[src/rtl/rfr_pkg.sv]
package rfr_pkg;

   localparam int unsigned NUM_SRC = 16;

   // command bytes on the link
   localparam logic [7:0] OP_CONFIG   = 8'h8d;
   localparam logic [7:0] OP_READ     = 8'h15;
   localparam logic [7:0] OP_CLEAR    = 8'h97;
   localparam logic [7:0] LEN_CONFIG  = 8'h08;
   localparam logic [7:0] LEN_READ    = 8'h02;
   localparam logic [7:0] LEN_CLEAR   = 8'h02;
   localparam logic [7:0] STATUS_FILL = 8'h00;
   localparam logic [7:0] FILL_BYTE   = 8'h00;

   // frame layout, byte indices from the opcode at 0
   localparam logic [3:0] HDR_PLAIN   = 4'h1;
   localparam logic [3:0] HDR_LEN     = 4'h2;
   localparam logic [3:0] RD_HI_IDX   = 4'h2;
   localparam logic [3:0] RD_LO_IDX   = 4'h3;
   localparam logic [3:0] CFG_BYTES   = 4'h8;
   localparam logic [3:0] CLR_BYTES   = 4'h2;
   localparam logic [3:0] RD_LAST_IDX = 4'h3;
   localparam logic [2:0] LAST_BIT    = 3'h7;

   // flag bit positions
   localparam int unsigned BIT_TX_DONE       = 0;
   localparam int unsigned BIT_RX_DONE       = 1;
   localparam int unsigned BIT_SYNC_OK       = 2;
   localparam int unsigned BIT_SYNC_BAD      = 3;
   localparam int unsigned BIT_HEADER_OK     = 4;
   localparam int unsigned BIT_HEADER_BAD    = 5;
   localparam int unsigned BIT_CHECKSUM_FAIL = 6;
   localparam int unsigned BIT_RESP_DONE     = 7;
   localparam int unsigned BIT_RESP_DROPPED  = 8;
   localparam int unsigned BIT_INIT_RESULT   = 9;
   localparam int unsigned BIT_INIT_TIMEOUT  = 10;
   localparam int unsigned BIT_RESP_REQ_OK   = 11;
   localparam int unsigned BIT_CHAN_DONE     = 12;
   localparam int unsigned BIT_CHAN_SEEN     = 13;
   localparam int unsigned BIT_XFER_TIMEOUT  = 14;
   localparam int unsigned BIT_PREAMBLE      = 15;

   // controller registers, byte addresses
   localparam logic [11:0] REG_ENABLE   = 12'h000;
   localparam logic [11:0] REG_ROUTE1   = 12'h004;
   localparam logic [11:0] REG_ROUTE2   = 12'h008;
   localparam logic [11:0] REG_ROUTE3   = 12'h00c;
   localparam logic [11:0] REG_CLEAR    = 12'h010;
   localparam logic [11:0] REG_CMD      = 12'h014;
   localparam logic [11:0] REG_STATUS   = 12'h018;
   localparam logic [11:0] REG_FLAGS    = 12'h01c;
   localparam logic [11:0] REG_IRQ_STAT = 12'h020;
   localparam logic [11:0] REG_IRQ_MASK = 12'h024;
   localparam logic [11:0] REG_MODE     = 12'h028;

   localparam logic [15:0] MASK_RESET = 16'h0000;
   localparam logic [3:0]  IRQ_RESET  = 4'h0;
   localparam int unsigned IRQ_DONE   = 0;

   typedef enum logic [1:0] {
      RFR_CMD_NONE   = 2'h0,
      RFR_CMD_CONFIG = 2'h1,
      RFR_CMD_READ   = 2'h2,
      RFR_CMD_CLEAR  = 2'h3
   } rfr_cmd_e;

endpackage

[src/rtl/rfr_link_if.sv]
`timescale 1ns/1ps
interface rfr_link_if;
   logic       sclk;
   logic       cs_n;
   logic       mosi;
   logic       miso;
   logic       len_mode;
   logic [2:0] ev_pin;

   modport dev (input sclk, cs_n, mosi, len_mode, output miso, ev_pin);
   modport host (output sclk, cs_n, mosi, len_mode, input miso, ev_pin);
endinterface

[src/rtl/rfr_host.sv]
// Added by the designer: the APB slave port and the address map.
`timescale 1ns/1ps
module rfr_host #(
   parameter int unsigned HALF_DIV = 8
) (
   // clock and reset
   input  wire logic        pclk,
   input  wire logic        presetn,
   // apb slave
   input  wire logic        psel,
   input  wire logic        penable,
   input  wire logic        pwrite,
   input  wire logic [11:0] paddr,
   input  wire logic [31:0] pwdata,
   output logic      [31:0] prdata,
   output logic             pready,
   output logic             pslverr,
   // interrupt
   output logic             irq,
   // link to the device
   rfr_link_if.host         link
);

   if (HALF_DIV < 8 || HALF_DIV > 255)
   begin : g_chk
      $error("rfr_host: HALF_DIV must be 8..255");
   end

   typedef enum logic [1:0] {
      RFR_H_IDLE = 2'b00,
      RFR_H_LOW  = 2'b01,
      RFR_H_HIGH = 2'b11,
      RFR_H_END  = 2'b10
   } rfr_hstate_e;

   rfr_hstate_e       st_r;
   rfr_pkg::rfr_cmd_e cmd_r;
   logic [15:0]       en_r;
   logic [15:0]       rt1_r;
   logic [15:0]       rt2_r;
   logic [15:0]       rt3_r;
   logic [15:0]       clr_r;
   logic [15:0]       flags_r;
   logic              mode_r;
   logic              start_r;
   logic [3:0]        istat_r;
   logic [3:0]        imask_r;
   logic [3:0]        istat_nxt;
   logic [3:0]        ev;
   logic [1:0]        miso_s_r;
   logic [2:0]        pin_s0_r;
   logic [2:0]        pin_s1_r;
   logic [2:0]        pin_d_r;
   logic [7:0]        div_r;
   logic              tick;
   logic [3:0]        idx_r;
   logic [2:0]        hbit_r;
   logic [7:0]        rx_sh_r;
   logic [7:0]        cur;
   logic [7:0]        op_b;
   logic [7:0]        nxt;
   logic              access;
   logic              wr;
   logic              done;

   // byte the host sends at frame position k
   function automatic logic [7:0] hbyte(input rfr_pkg::rfr_cmd_e c,
                                        input logic [3:0] k,
                                        input logic       lm,
                                        input logic [63:0] cfg,
                                        input logic [15:0] clr);
      logic [3:0] p;
      p = k - (lm ? rfr_pkg::HDR_LEN : rfr_pkg::HDR_PLAIN);
      hbyte = rfr_pkg::FILL_BYTE;
      if (k == 4'h0)
         hbyte = c == rfr_pkg::RFR_CMD_CONFIG ? rfr_pkg::OP_CONFIG :
                 c == rfr_pkg::RFR_CMD_READ ? rfr_pkg::OP_READ : rfr_pkg::OP_CLEAR;
      else if (lm && k == 4'h1)
         hbyte = c == rfr_pkg::RFR_CMD_CONFIG ? rfr_pkg::LEN_CONFIG :
                 c == rfr_pkg::RFR_CMD_READ ? rfr_pkg::LEN_READ : rfr_pkg::LEN_CLEAR;
      else if (c == rfr_pkg::RFR_CMD_CONFIG)
         hbyte = cfg[8*(7-p[2:0]) +: 8];
      else if (c == rfr_pkg::RFR_CMD_CLEAR)
         hbyte = clr[8*(1-p[0]) +: 8];
   endfunction

   function automatic logic [3:0] last_idx(input rfr_pkg::rfr_cmd_e c, input logic lm);
      logic [3:0] h;
      h = lm ? rfr_pkg::HDR_LEN : rfr_pkg::HDR_PLAIN;
      if (c == rfr_pkg::RFR_CMD_CONFIG)
         last_idx = 4'(h + rfr_pkg::CFG_BYTES - 4'h1);
      else if (c == rfr_pkg::RFR_CMD_CLEAR)
         last_idx = 4'(h + rfr_pkg::CLR_BYTES - 4'h1);
      else
         last_idx = rfr_pkg::RD_LAST_IDX;
   endfunction

   assign access = psel & penable & ~pready;
   // a write lands on the edge that completes the transfer, not earlier
   assign wr     = psel & penable & pready & pwrite;
   assign cur    = hbyte(cmd_r, idx_r, mode_r, {en_r, rt1_r, rt2_r, rt3_r}, clr_r);
   assign op_b   = hbyte(cmd_r, 4'h0, mode_r, 64'h0, 16'h0);
   assign nxt    = hbyte(cmd_r, 4'(idx_r + 4'h1), mode_r, {en_r, rt1_r, rt2_r, rt3_r}, clr_r);
   assign tick   = div_r == 8'(HALF_DIV - 1);
   assign done   = st_r == RFR_H_END && tick;

   // apb: one wait state, answer registered
   always_ff @(posedge pclk or negedge presetn)
   begin
      if (!presetn)
      begin
         pready  <= 1'b0;
         pslverr <= 1'b0;
         prdata  <= 32'h0;
      end
      else
      begin
         pready  <= access;
         pslverr <= 1'b0;
         prdata  <= 32'h0;
         if (access)
            unique case (paddr)
               rfr_pkg::REG_ENABLE:   prdata <= {16'h0, en_r};
               rfr_pkg::REG_ROUTE1:   prdata <= {16'h0, rt1_r};
               rfr_pkg::REG_ROUTE2:   prdata <= {16'h0, rt2_r};
               rfr_pkg::REG_ROUTE3:   prdata <= {16'h0, rt3_r};
               rfr_pkg::REG_CLEAR:    prdata <= {16'h0, clr_r};
               rfr_pkg::REG_CMD:      prdata <= {30'h0, cmd_r};
               rfr_pkg::REG_STATUS:
                  prdata <= {28'h0, pin_s1_r, start_r | (st_r != RFR_H_IDLE)};
               rfr_pkg::REG_FLAGS:    prdata <= {16'h0, flags_r};
               rfr_pkg::REG_IRQ_STAT: prdata <= {28'h0, istat_r};
               rfr_pkg::REG_IRQ_MASK: prdata <= {28'h0, imask_r};
               rfr_pkg::REG_MODE:     prdata <= {31'h0, mode_r};
               default:               pslverr <= 1'b1;
            endcase
      end
   end

   // software registers; a command write while busy is ignored
   always_ff @(posedge pclk or negedge presetn)
   begin
      if (!presetn)
      begin
         en_r    <= rfr_pkg::MASK_RESET;
         rt1_r   <= rfr_pkg::MASK_RESET;
         rt2_r   <= rfr_pkg::MASK_RESET;
         rt3_r   <= rfr_pkg::MASK_RESET;
         clr_r   <= rfr_pkg::MASK_RESET;
         imask_r <= rfr_pkg::IRQ_RESET;
         mode_r  <= 1'b0;
         cmd_r   <= rfr_pkg::RFR_CMD_NONE;
         start_r <= 1'b0;
      end
      else
      begin
         if (st_r == RFR_H_IDLE)
            start_r <= 1'b0;
         if (wr)
         begin
            if (paddr == rfr_pkg::REG_ENABLE)   en_r    <= pwdata[15:0];
            if (paddr == rfr_pkg::REG_ROUTE1)   rt1_r   <= pwdata[15:0];
            if (paddr == rfr_pkg::REG_ROUTE2)   rt2_r   <= pwdata[15:0];
            if (paddr == rfr_pkg::REG_ROUTE3)   rt3_r   <= pwdata[15:0];
            if (paddr == rfr_pkg::REG_CLEAR)    clr_r   <= pwdata[15:0];
            if (paddr == rfr_pkg::REG_IRQ_MASK) imask_r <= pwdata[3:0];
            if (paddr == rfr_pkg::REG_MODE)     mode_r  <= pwdata[0];
            if (paddr == rfr_pkg::REG_CMD && !start_r && st_r == RFR_H_IDLE
                && pwdata[1:0] != rfr_pkg::RFR_CMD_NONE)
            begin
               cmd_r   <= rfr_pkg::rfr_cmd_e'(pwdata[1:0]);
               start_r <= 1'b1;
            end
         end
      end
   end

   // frame engine: mode 0, msb first, sclk made by dividing pclk
   always_ff @(posedge pclk or negedge presetn)
   begin
      if (!presetn)
      begin
         st_r          <= RFR_H_IDLE;
         div_r         <= 8'h0;
         idx_r         <= 4'h0;
         hbit_r        <= 3'h0;
         rx_sh_r       <= 8'h0;
         flags_r       <= rfr_pkg::MASK_RESET;
         link.sclk     <= 1'b0;
         link.cs_n     <= 1'b1;
         link.mosi     <= 1'b0;
         link.len_mode <= 1'b0;
      end
      else
      begin
         link.len_mode <= mode_r;
         div_r <= (st_r == RFR_H_IDLE || tick) ? 8'h0 : div_r + 8'h1;
         unique case (st_r)
            RFR_H_IDLE:
               if (start_r)
               begin
                  link.cs_n <= 1'b0;
                  idx_r     <= 4'h0;
                  hbit_r    <= 3'h0;
                  link.mosi <= op_b[7]; // RULE_07 RULE_11
                  st_r      <= RFR_H_LOW;
               end
            RFR_H_LOW:
               if (tick)
               begin
                  link.sclk <= 1'b1;
                  rx_sh_r   <= {rx_sh_r[6:0], miso_s_r[1]};
                  st_r      <= RFR_H_HIGH;
               end
            RFR_H_HIGH:
               if (tick)
               begin
                  link.sclk <= 1'b0;
                  st_r      <= RFR_H_LOW;
                  hbit_r    <= hbit_r + 3'h1;
                  link.mosi <= cur[~(hbit_r + 3'h1)];
                  if (hbit_r == rfr_pkg::LAST_BIT)
                  begin
                     if (cmd_r == rfr_pkg::RFR_CMD_READ && idx_r == rfr_pkg::RD_HI_IDX)
                        flags_r[15:8] <= rx_sh_r; // RULE_11 RULE_12
                     if (cmd_r == rfr_pkg::RFR_CMD_READ && idx_r == rfr_pkg::RD_LO_IDX)
                        flags_r[7:0] <= rx_sh_r;
                     idx_r     <= idx_r + 4'h1;
                     link.mosi <= nxt[7]; // RULE_13
                     if (idx_r == last_idx(cmd_r, mode_r))
                     begin
                        link.mosi <= 1'b0;
                        st_r      <= RFR_H_END;
                     end
                  end
               end
            RFR_H_END:
               if (tick)
               begin
                  link.cs_n <= 1'b1;
                  st_r      <= RFR_H_IDLE;
               end
         endcase
      end
   end

   // pin and reply synchronisers, interrupt status
   always_ff @(posedge pclk or negedge presetn)
   begin
      if (!presetn)
      begin
         miso_s_r <= 2'h0;
         pin_s0_r <= 3'h0;
         pin_s1_r <= 3'h0;
         pin_d_r  <= 3'h0;
         istat_r  <= rfr_pkg::IRQ_RESET;
         irq      <= 1'b0;
      end
      else
      begin
         miso_s_r <= {miso_s_r[0], link.miso};
         pin_s0_r <= link.ev_pin;
         pin_s1_r <= pin_s0_r;
         pin_d_r  <= pin_s1_r;
         istat_r  <= istat_nxt;
         irq      <= |(istat_nxt & imask_r);
      end
   end

   assign ev = {pin_s1_r & ~pin_d_r, done};
   // a new event outweighs a same-cycle write-one clear
   assign istat_nxt = (istat_r & ~((wr && paddr == rfr_pkg::REG_IRQ_STAT) ? pwdata[3:0]
                                                                           : 4'h0)) | ev;

endmodule

[src/flat_wrapper.sv]
// flat-port wrapper written by rule: the top's interface ports become plain ports
module rfr_host_flat 
#(
   parameter int unsigned HALF_DIV = 8
)
  (pclk, presetn, psel, penable, pwrite, paddr, pwdata, prdata, pready, pslverr, irq, link_sclk, link_cs_n, link_mosi, link_len_mode, link_miso, link_ev_pin);
  rfr_link_if link_i ();
  input  wire logic pclk;
  input  wire logic presetn;
  input  wire logic psel;
  input  wire logic penable;
  input  wire logic pwrite;
  input  wire logic [11:0] paddr;
  input  wire logic [31:0] pwdata;
  output logic      [31:0] prdata;
  output logic pready;
  output logic pslverr;
  output logic irq;
  output wire logic [$bits(link_i.sclk)-1:0] link_sclk;
  output wire logic [$bits(link_i.cs_n)-1:0] link_cs_n;
  output wire logic [$bits(link_i.mosi)-1:0] link_mosi;
  output wire logic [$bits(link_i.len_mode)-1:0] link_len_mode;
  input wire logic [$bits(link_i.miso)-1:0] link_miso;
  input wire logic [$bits(link_i.ev_pin)-1:0] link_ev_pin;
  assign link_sclk = link_i.sclk;
  assign link_cs_n = link_i.cs_n;
  assign link_mosi = link_i.mosi;
  assign link_len_mode = link_i.len_mode;
  assign link_i.miso = link_miso;
  assign link_i.ev_pin = link_ev_pin;
  rfr_host #(.HALF_DIV(HALF_DIV)) u_core (.pclk(pclk), .presetn(presetn), .psel(psel), .penable(penable), .pwrite(pwrite), .paddr(paddr), .pwdata(pwdata), .prdata(prdata), .pready(pready), .pslverr(pslverr), .irq(irq), .link(link_i));
endmodule
[config.mk]
export PLATFORM = sky130hd
export DESIGN_NAME = rfr_host_flat
export DESIGN_NICKNAME = d
export VERILOG_FILES = /design/src/rtl/rfr_pkg.sv /design/src/rtl/rfr_link_if.sv /design/src/rtl/rfr_host.sv /design/src/flat_wrapper.sv
export SDC_FILE = /design/constraint.sdc
export NUM_CORES = 1
export LEC_CHECK = 0
export ABC_CLOCK_PERIOD_IN_PS = 3700
export BUFFER_PORTS_ARGS = -buffer_cell sky130_fd_sc_hd__clkbuf_2
export CORE_ASPECT_RATIO = 2
export CORE_UTILIZATION = 55
export CTS_CLUSTER_SIZE = 40
export DETAILED_ROUTE_END_ITERATION = 10
export PLACE_DENSITY_LB_ADDON = 0.08
export SLEW_MARGIN = 20
export SYNTH_ARGS = -nofsm -noshare
export SYNTH_HDL_FRONTEND = slang
export SYNTH_SLANG_ARGS = --single-unit
[constraint.sdc]
create_clock -name pclk -period 3.7 [get_ports pclk]
set_clock_uncertainty 0.1 [all_clocks]
set_input_delay 0.185 -clock pclk [delete_from_list [all_inputs] [get_ports pclk]]
set_output_delay 0.185 -clock pclk [all_outputs]
set_load 0.005 [all_outputs]
Word-level counts from Yosys, hierarchy flattened. Index checks and enable logic that the tools add are counted.

Shifts and indexed selects: 4. Reduce and logical (&&, ||, !) cells: 38. Bitwise operators: 13. Multiplexer cells: 52. $add $sub $neg: 13. Equal/unequal tests: 28. Magnitude comparators: 1.

Operators by type and width (number): $pmux 16 s11 (1); $shiftx 64x33->8 (2); $mux 8 (11); $shiftx 16x33->8 (2); $eq 12x5->1 const B (4); $mux 4 (10); $eq 12x6->1 const B (3); $mux 32 (1); $eq 12x4->1 const B (2); $reduce_and 2->1 (9); $reduce_and 4->1 (4); $mux 2 (7); $mux 1 (13); $eq 12x3->1 const B (1); $logic_not 12->1 (1); $reduce_or 11->1 (1); $ne 2x1->1 const B (5); $reduce_bool 2->1 (5); $logic_and 1x1->1 (9); $reduce_and 3->1 (3); $add 8x1->8 const B (1); $and 4x4->4 (2); $eq 2x2->1 const B (4); $eq 4x1->1 const B (2); 33 further kinds (46).

Bits of input ports: 53. Register bits: 183. Output and inout port bits: 39. Word-level logic and storage cells: 178.

Depth between registers and ports, before layout.
Depth after elaboration: 13. Mapped depth: 12. Depth with buffers taken out: 11.

Worst setup path after synthesis. Ideal clock, no wire load.

Path type: register to register. Start point: register u_core.mode_r. End point: register u_core.link.mosi. Stages on the path, launching flop included: 11. Required time: 3.450 ns. Setup time: 0.150 ns. Path buffers: 1. Slack: 0.494 ns. Period minus slack after synthesis: 3.206 ns. Arrival time: 2.956 ns. Cells stage by stage: dfrtp_1 > inv_1 > ha_1 > inv_1 > fa_1 > xor2_4 > buf_4 > mux4_2 > mux4_2 > o21ai_0 > a32oi_1.

Longest elaborated chain between the ends: 13. Elaborated cells between the ends (all ways): 37.

RTL lines: start: declaration (line rfr_host.sv:44) `logic mode_r;`; start signal: assignment (line rfr_host.sv:167) `if (paddr == rfr_pkg::REG_MODE) mode_r <= pwdata[0];`; branches (longest 10 deep; another with $sub 3x3->4); $mux 1 (*) (line rfr_host.sv:222) `if (hbit_r == rfr_pkg::LAST_BIT)`; $mux 1 (*) (line rfr_host.sv:216) `if (tick)`; $pmux 1 s2 (*) (line rfr_host.sv:198) `unique case (st_r)`; end signal: assignment (line rfr_host.sv:205) `link.mosi <= op_b[7];`; end signal: assignment (line rfr_host.sv:221) `link.mosi <= cur[~(hbit_r + 3'h1)];`; end signal: assignment (line rfr_host.sv:229) `link.mosi <= nxt[7];`; end: declaration (line rfr_link_if.sv:11) `modport host (output sclk, cs_n, mosi, len_mode, input miso, ev_pin);`.

Every way passes the cells marked *. The select of a mux whose other input is x is not followed. A chain may end at the register's enable or synchronous reset.

Worst setup path in the final report.
Start point: register u_core.idx_r[0]. End point: register u_core.link.mosi.

Longest elaborated chain between the ends: 12. Elaborated cells between the ends (all ways): 32.

RTL lines: start: declaration (line rfr_host.sv:56) `logic [3:0] idx_r;`; start signal: assignment (line rfr_host.sv:228) `idx_r <= idx_r + 4'h1;`; branches (longest 9 deep; another with $add 4x1->4); $mux 1 (*) (line rfr_host.sv:222); $mux 1 (*) (line rfr_host.sv:216); $pmux 1 s2 (*) (line rfr_host.sv:198).

Marked as above.

==> out/metrics.yaml <==
cts_root_buf: "clkbuf_16"
final_area_mm2: 0.00973
syn_area_mm2: 0.00836
worstPathArrival_ps: 3680
grt_max_degree: 103
cts_tree: "yes"
fin_crit_ps: 3430
setup_ws_ps: 268
start_util_pct: 56.4
grt_pass1_vias: 6481
powerDensity_mw_per_mm2: 527
synth_edf_count: 0
hold_end: "u_core.imask_r[3]"
crit_required_ps: 3950
std_cell_rows: 63
cp_common_cell: "inv_1"
maxSlewHeadroom_pct: 39.7
final_common_cell: "dfrtp_1"
io_buffers: 59
tightest_slew_ps: 904
r2r-start: "u_core.idx_r[0]"
hold_viol_final: 0
place_area_mm2: 0.00890
setup_violations: 0
r2r_setup_slack_ps: 270
min_from: "pwdata[3]"
drt_iter0_drc: 481
finalCritPeriodShare_pct: 92.8
maxCapViolations: 0
crit_type: "register to register"
boundaryPins: 92
outcome: "complete, no violations"
slowest_stage: "fa_1"
wl_per_cell_um: 22.7
vias: 6198
yosysSeqAreaShare_pct: 50.0
grt-ovfl-total: 0
die_w_um: 89.2
synthToLayoutAreaGrowth_pct: 16.4
wirelength_mm: 22.3
grt_pass1_wl_mm: 35.1
clock-sinks: 167
r2r.worst_path.cells: 11
cts_buffers: 17
cts-resized-gates: 0
core-area_mm2: 0.0148
drc: 0
cts_htree_levels: 4
clock.fmax_mhz: 291
layout_common_cells: "dfrtp_1 (166), mux2_2 (112), clkbuf_2 (58)"
dp_slack_ps: 325
hp-class: "input port to register"
final-max-slew-violation-count: 0
viasPerCell: 6.29
grtUsageTotal_pct: 30.8
total_power_mw: 5.12
clkTransAtPathRegs_ps: 70
place_congestion: 0.903
cts.path.max_buffers: 2
synthCells: 686
ir_drop_v: 0.000443
ys.flop_type: "dfrtp_1"
final_util_pct: 65.6
firstDrtPassIters: 5
insertion_delay_ps: 440
num-nets-final: 850
antenna_left: 0
final.fill_count: 1182
worstSetupStartpointType: "register"
synth_warnings: 0
leakage_nw: 4.56
die_h_um: 176
drive_gt1_share_pct: 32.3
dp_hpwl_mm: 15.1
crit_fanout: 11
crit_path_end_kind: "register"
synthDistinctLibCells: 58
rsz0062_at_grt: "false"
min_path_cells: 2
ys_seq_elements: 167
dieArea_mm2: 0.0157
crit_path_cell_trace: "inv_1, ha_1, inv_1, fa_1, buf_4, mux4_1, nand3b_1, o211ai_2, o21ai_1, or4_1, a32oi_1"
num_antenna_cells: 0
crit_path_max_incr_delay_ps: 810
antenna_found_initial: 1
finalSetupTns_ps: 0
reg2reg_to: "u_core.link.mosi"
syn_avg_cell_area_um2: 12.2
synth-async-reset-ratio_pct: 100
postCtsSetupRepairBufs: 0
cells by family (layout without fill, tap and decap cells):
family / after synthesis / after routing / share of synthesized area, %
multiplexers: 143 / 143 / 21.6
AND/OR/NAND/NOR: 142 / 142 / 8.75
buffers and inverters: 69 / 158 / 4.09
AO/OA/AOI/OAI: 132 / 132 / 10.8
other: 1 / 16 / 0.0449
adder cells (fa/ha/maj): 20 / 20 / 3.17
XOR/XNOR: 12 / 12 / 1.48
flip-flops: 167 / 167 / 50.0
where the power goes:
group | switching [mW] | internal, mW
Clock | 0.767 | 1.10
Combinational | 0.738 | 0.495
Sequential | 0.107 | 1.91
routing by layer:
metal	GRT usage (%)	wire length, um	vias to the layer above
met5	0	9	-
met4	18.3	1170	2
li1	-	-	2698
met1	35.3	8040	3090
met2	51.4	11700	323
met3	6.59	1390	85
state kept, by name (all words and copies together) (netlist names), 2 cells and up:
signal	cells
u_core.st_r	2
u_core.idx_r	4
u_core.pin_s0_r	3
u_core.miso_s_r	2
u_core.imask_r	4
u_core.en_r	16
u_core.istat_r	4
u_core.rt2_r	16
u_core.rx_sh_r	8
u_core.cmd_r	2
u_core.clr_r	16
u_core.rt1_r	16
u_core.prdata	16
u_core.div_r	8
u_core.pin_s1_r	3
u_core.hbit_r	3
u_core.flags_r	16
u_core.rt3_r	16
u_core.pin_d_r	3
synth_stat cells (all sizes together) (5+ instances only):
master  count  share of area, %
nor3       16               1.0
mux2      112                15
xnor2       5              0.52
a22oi      46               4.1
mux4       18               5.0
clkbuf     20              0.90
a21oi      17               1.0
nand2b     10              0.75
nand2      39               1.8
ha         18               2.7
nor4        6              0.82
o22ai       5              0.37
o21ai      19               1.1
mux2i      13               1.6
xor2        7              0.96
buf        25               2.1
and2        5              0.37
nand4       6              0.45
nor2       32               1.6
a31oi      18               1.3
inv        24               1.1
dfrtp     166                50
nand3      15              0.90
area by class of cell:
type	count	area (um^2)	share of cell area, %
clock inverters	13	168	1.72
repair buffers	102	702	7.22
multi-input cells	465	3890	40.0
clock buffers	19	453	4.66
inverters	24	90.1	0.926
flip-flops and latches	167	4180	43.0
well taps	195	244	2.51
worst max-delay path, delay by kind of cell (launching register included):
kind | cells | cell delay, ps
multiplexers | 1 | 210
flip-flops | 1 | 450
AND/OR/NAND/NOR | 2 | 670
adder cells (fa/ha/maj) | 2 | 980
buffers and inverters | 3 | 530
AO/OA/AOI/OAI | 3 | 390
how the worst max path moves through the flow:
stage,startpoint,to,slack (ps),cells past startpoint
detailed placement,u_core.idx_r[0],u_core.link.mosi,320,11
floorplan,u_core.mode_r,u_core.link.mosi,490,10
CTS,u_core.idx_r[0],u_core.link.mosi,290,11
global route,u_core.idx_r[0],u_core.link.mosi,150,12
finish,u_core.idx_r[0],u_core.link.mosi,270,11
global placement,u_core.idx_r[0],u_core.link.mosi,340,11
through the flow:
stage               cells  hold slack [ps]
floorplan             701             -211
global placement      932              193
detailed placement    932              195
CTS                   985             4.54
global route          985             34.7
finish                985             30.5
timing repair:
item / in CTS / in global routing
hold buffers: 21 / 0
setup endpoints to repair: 0 / 0
endpoints found under the hold margin: 171 / 0
Power figures use the tool's default switching activity.
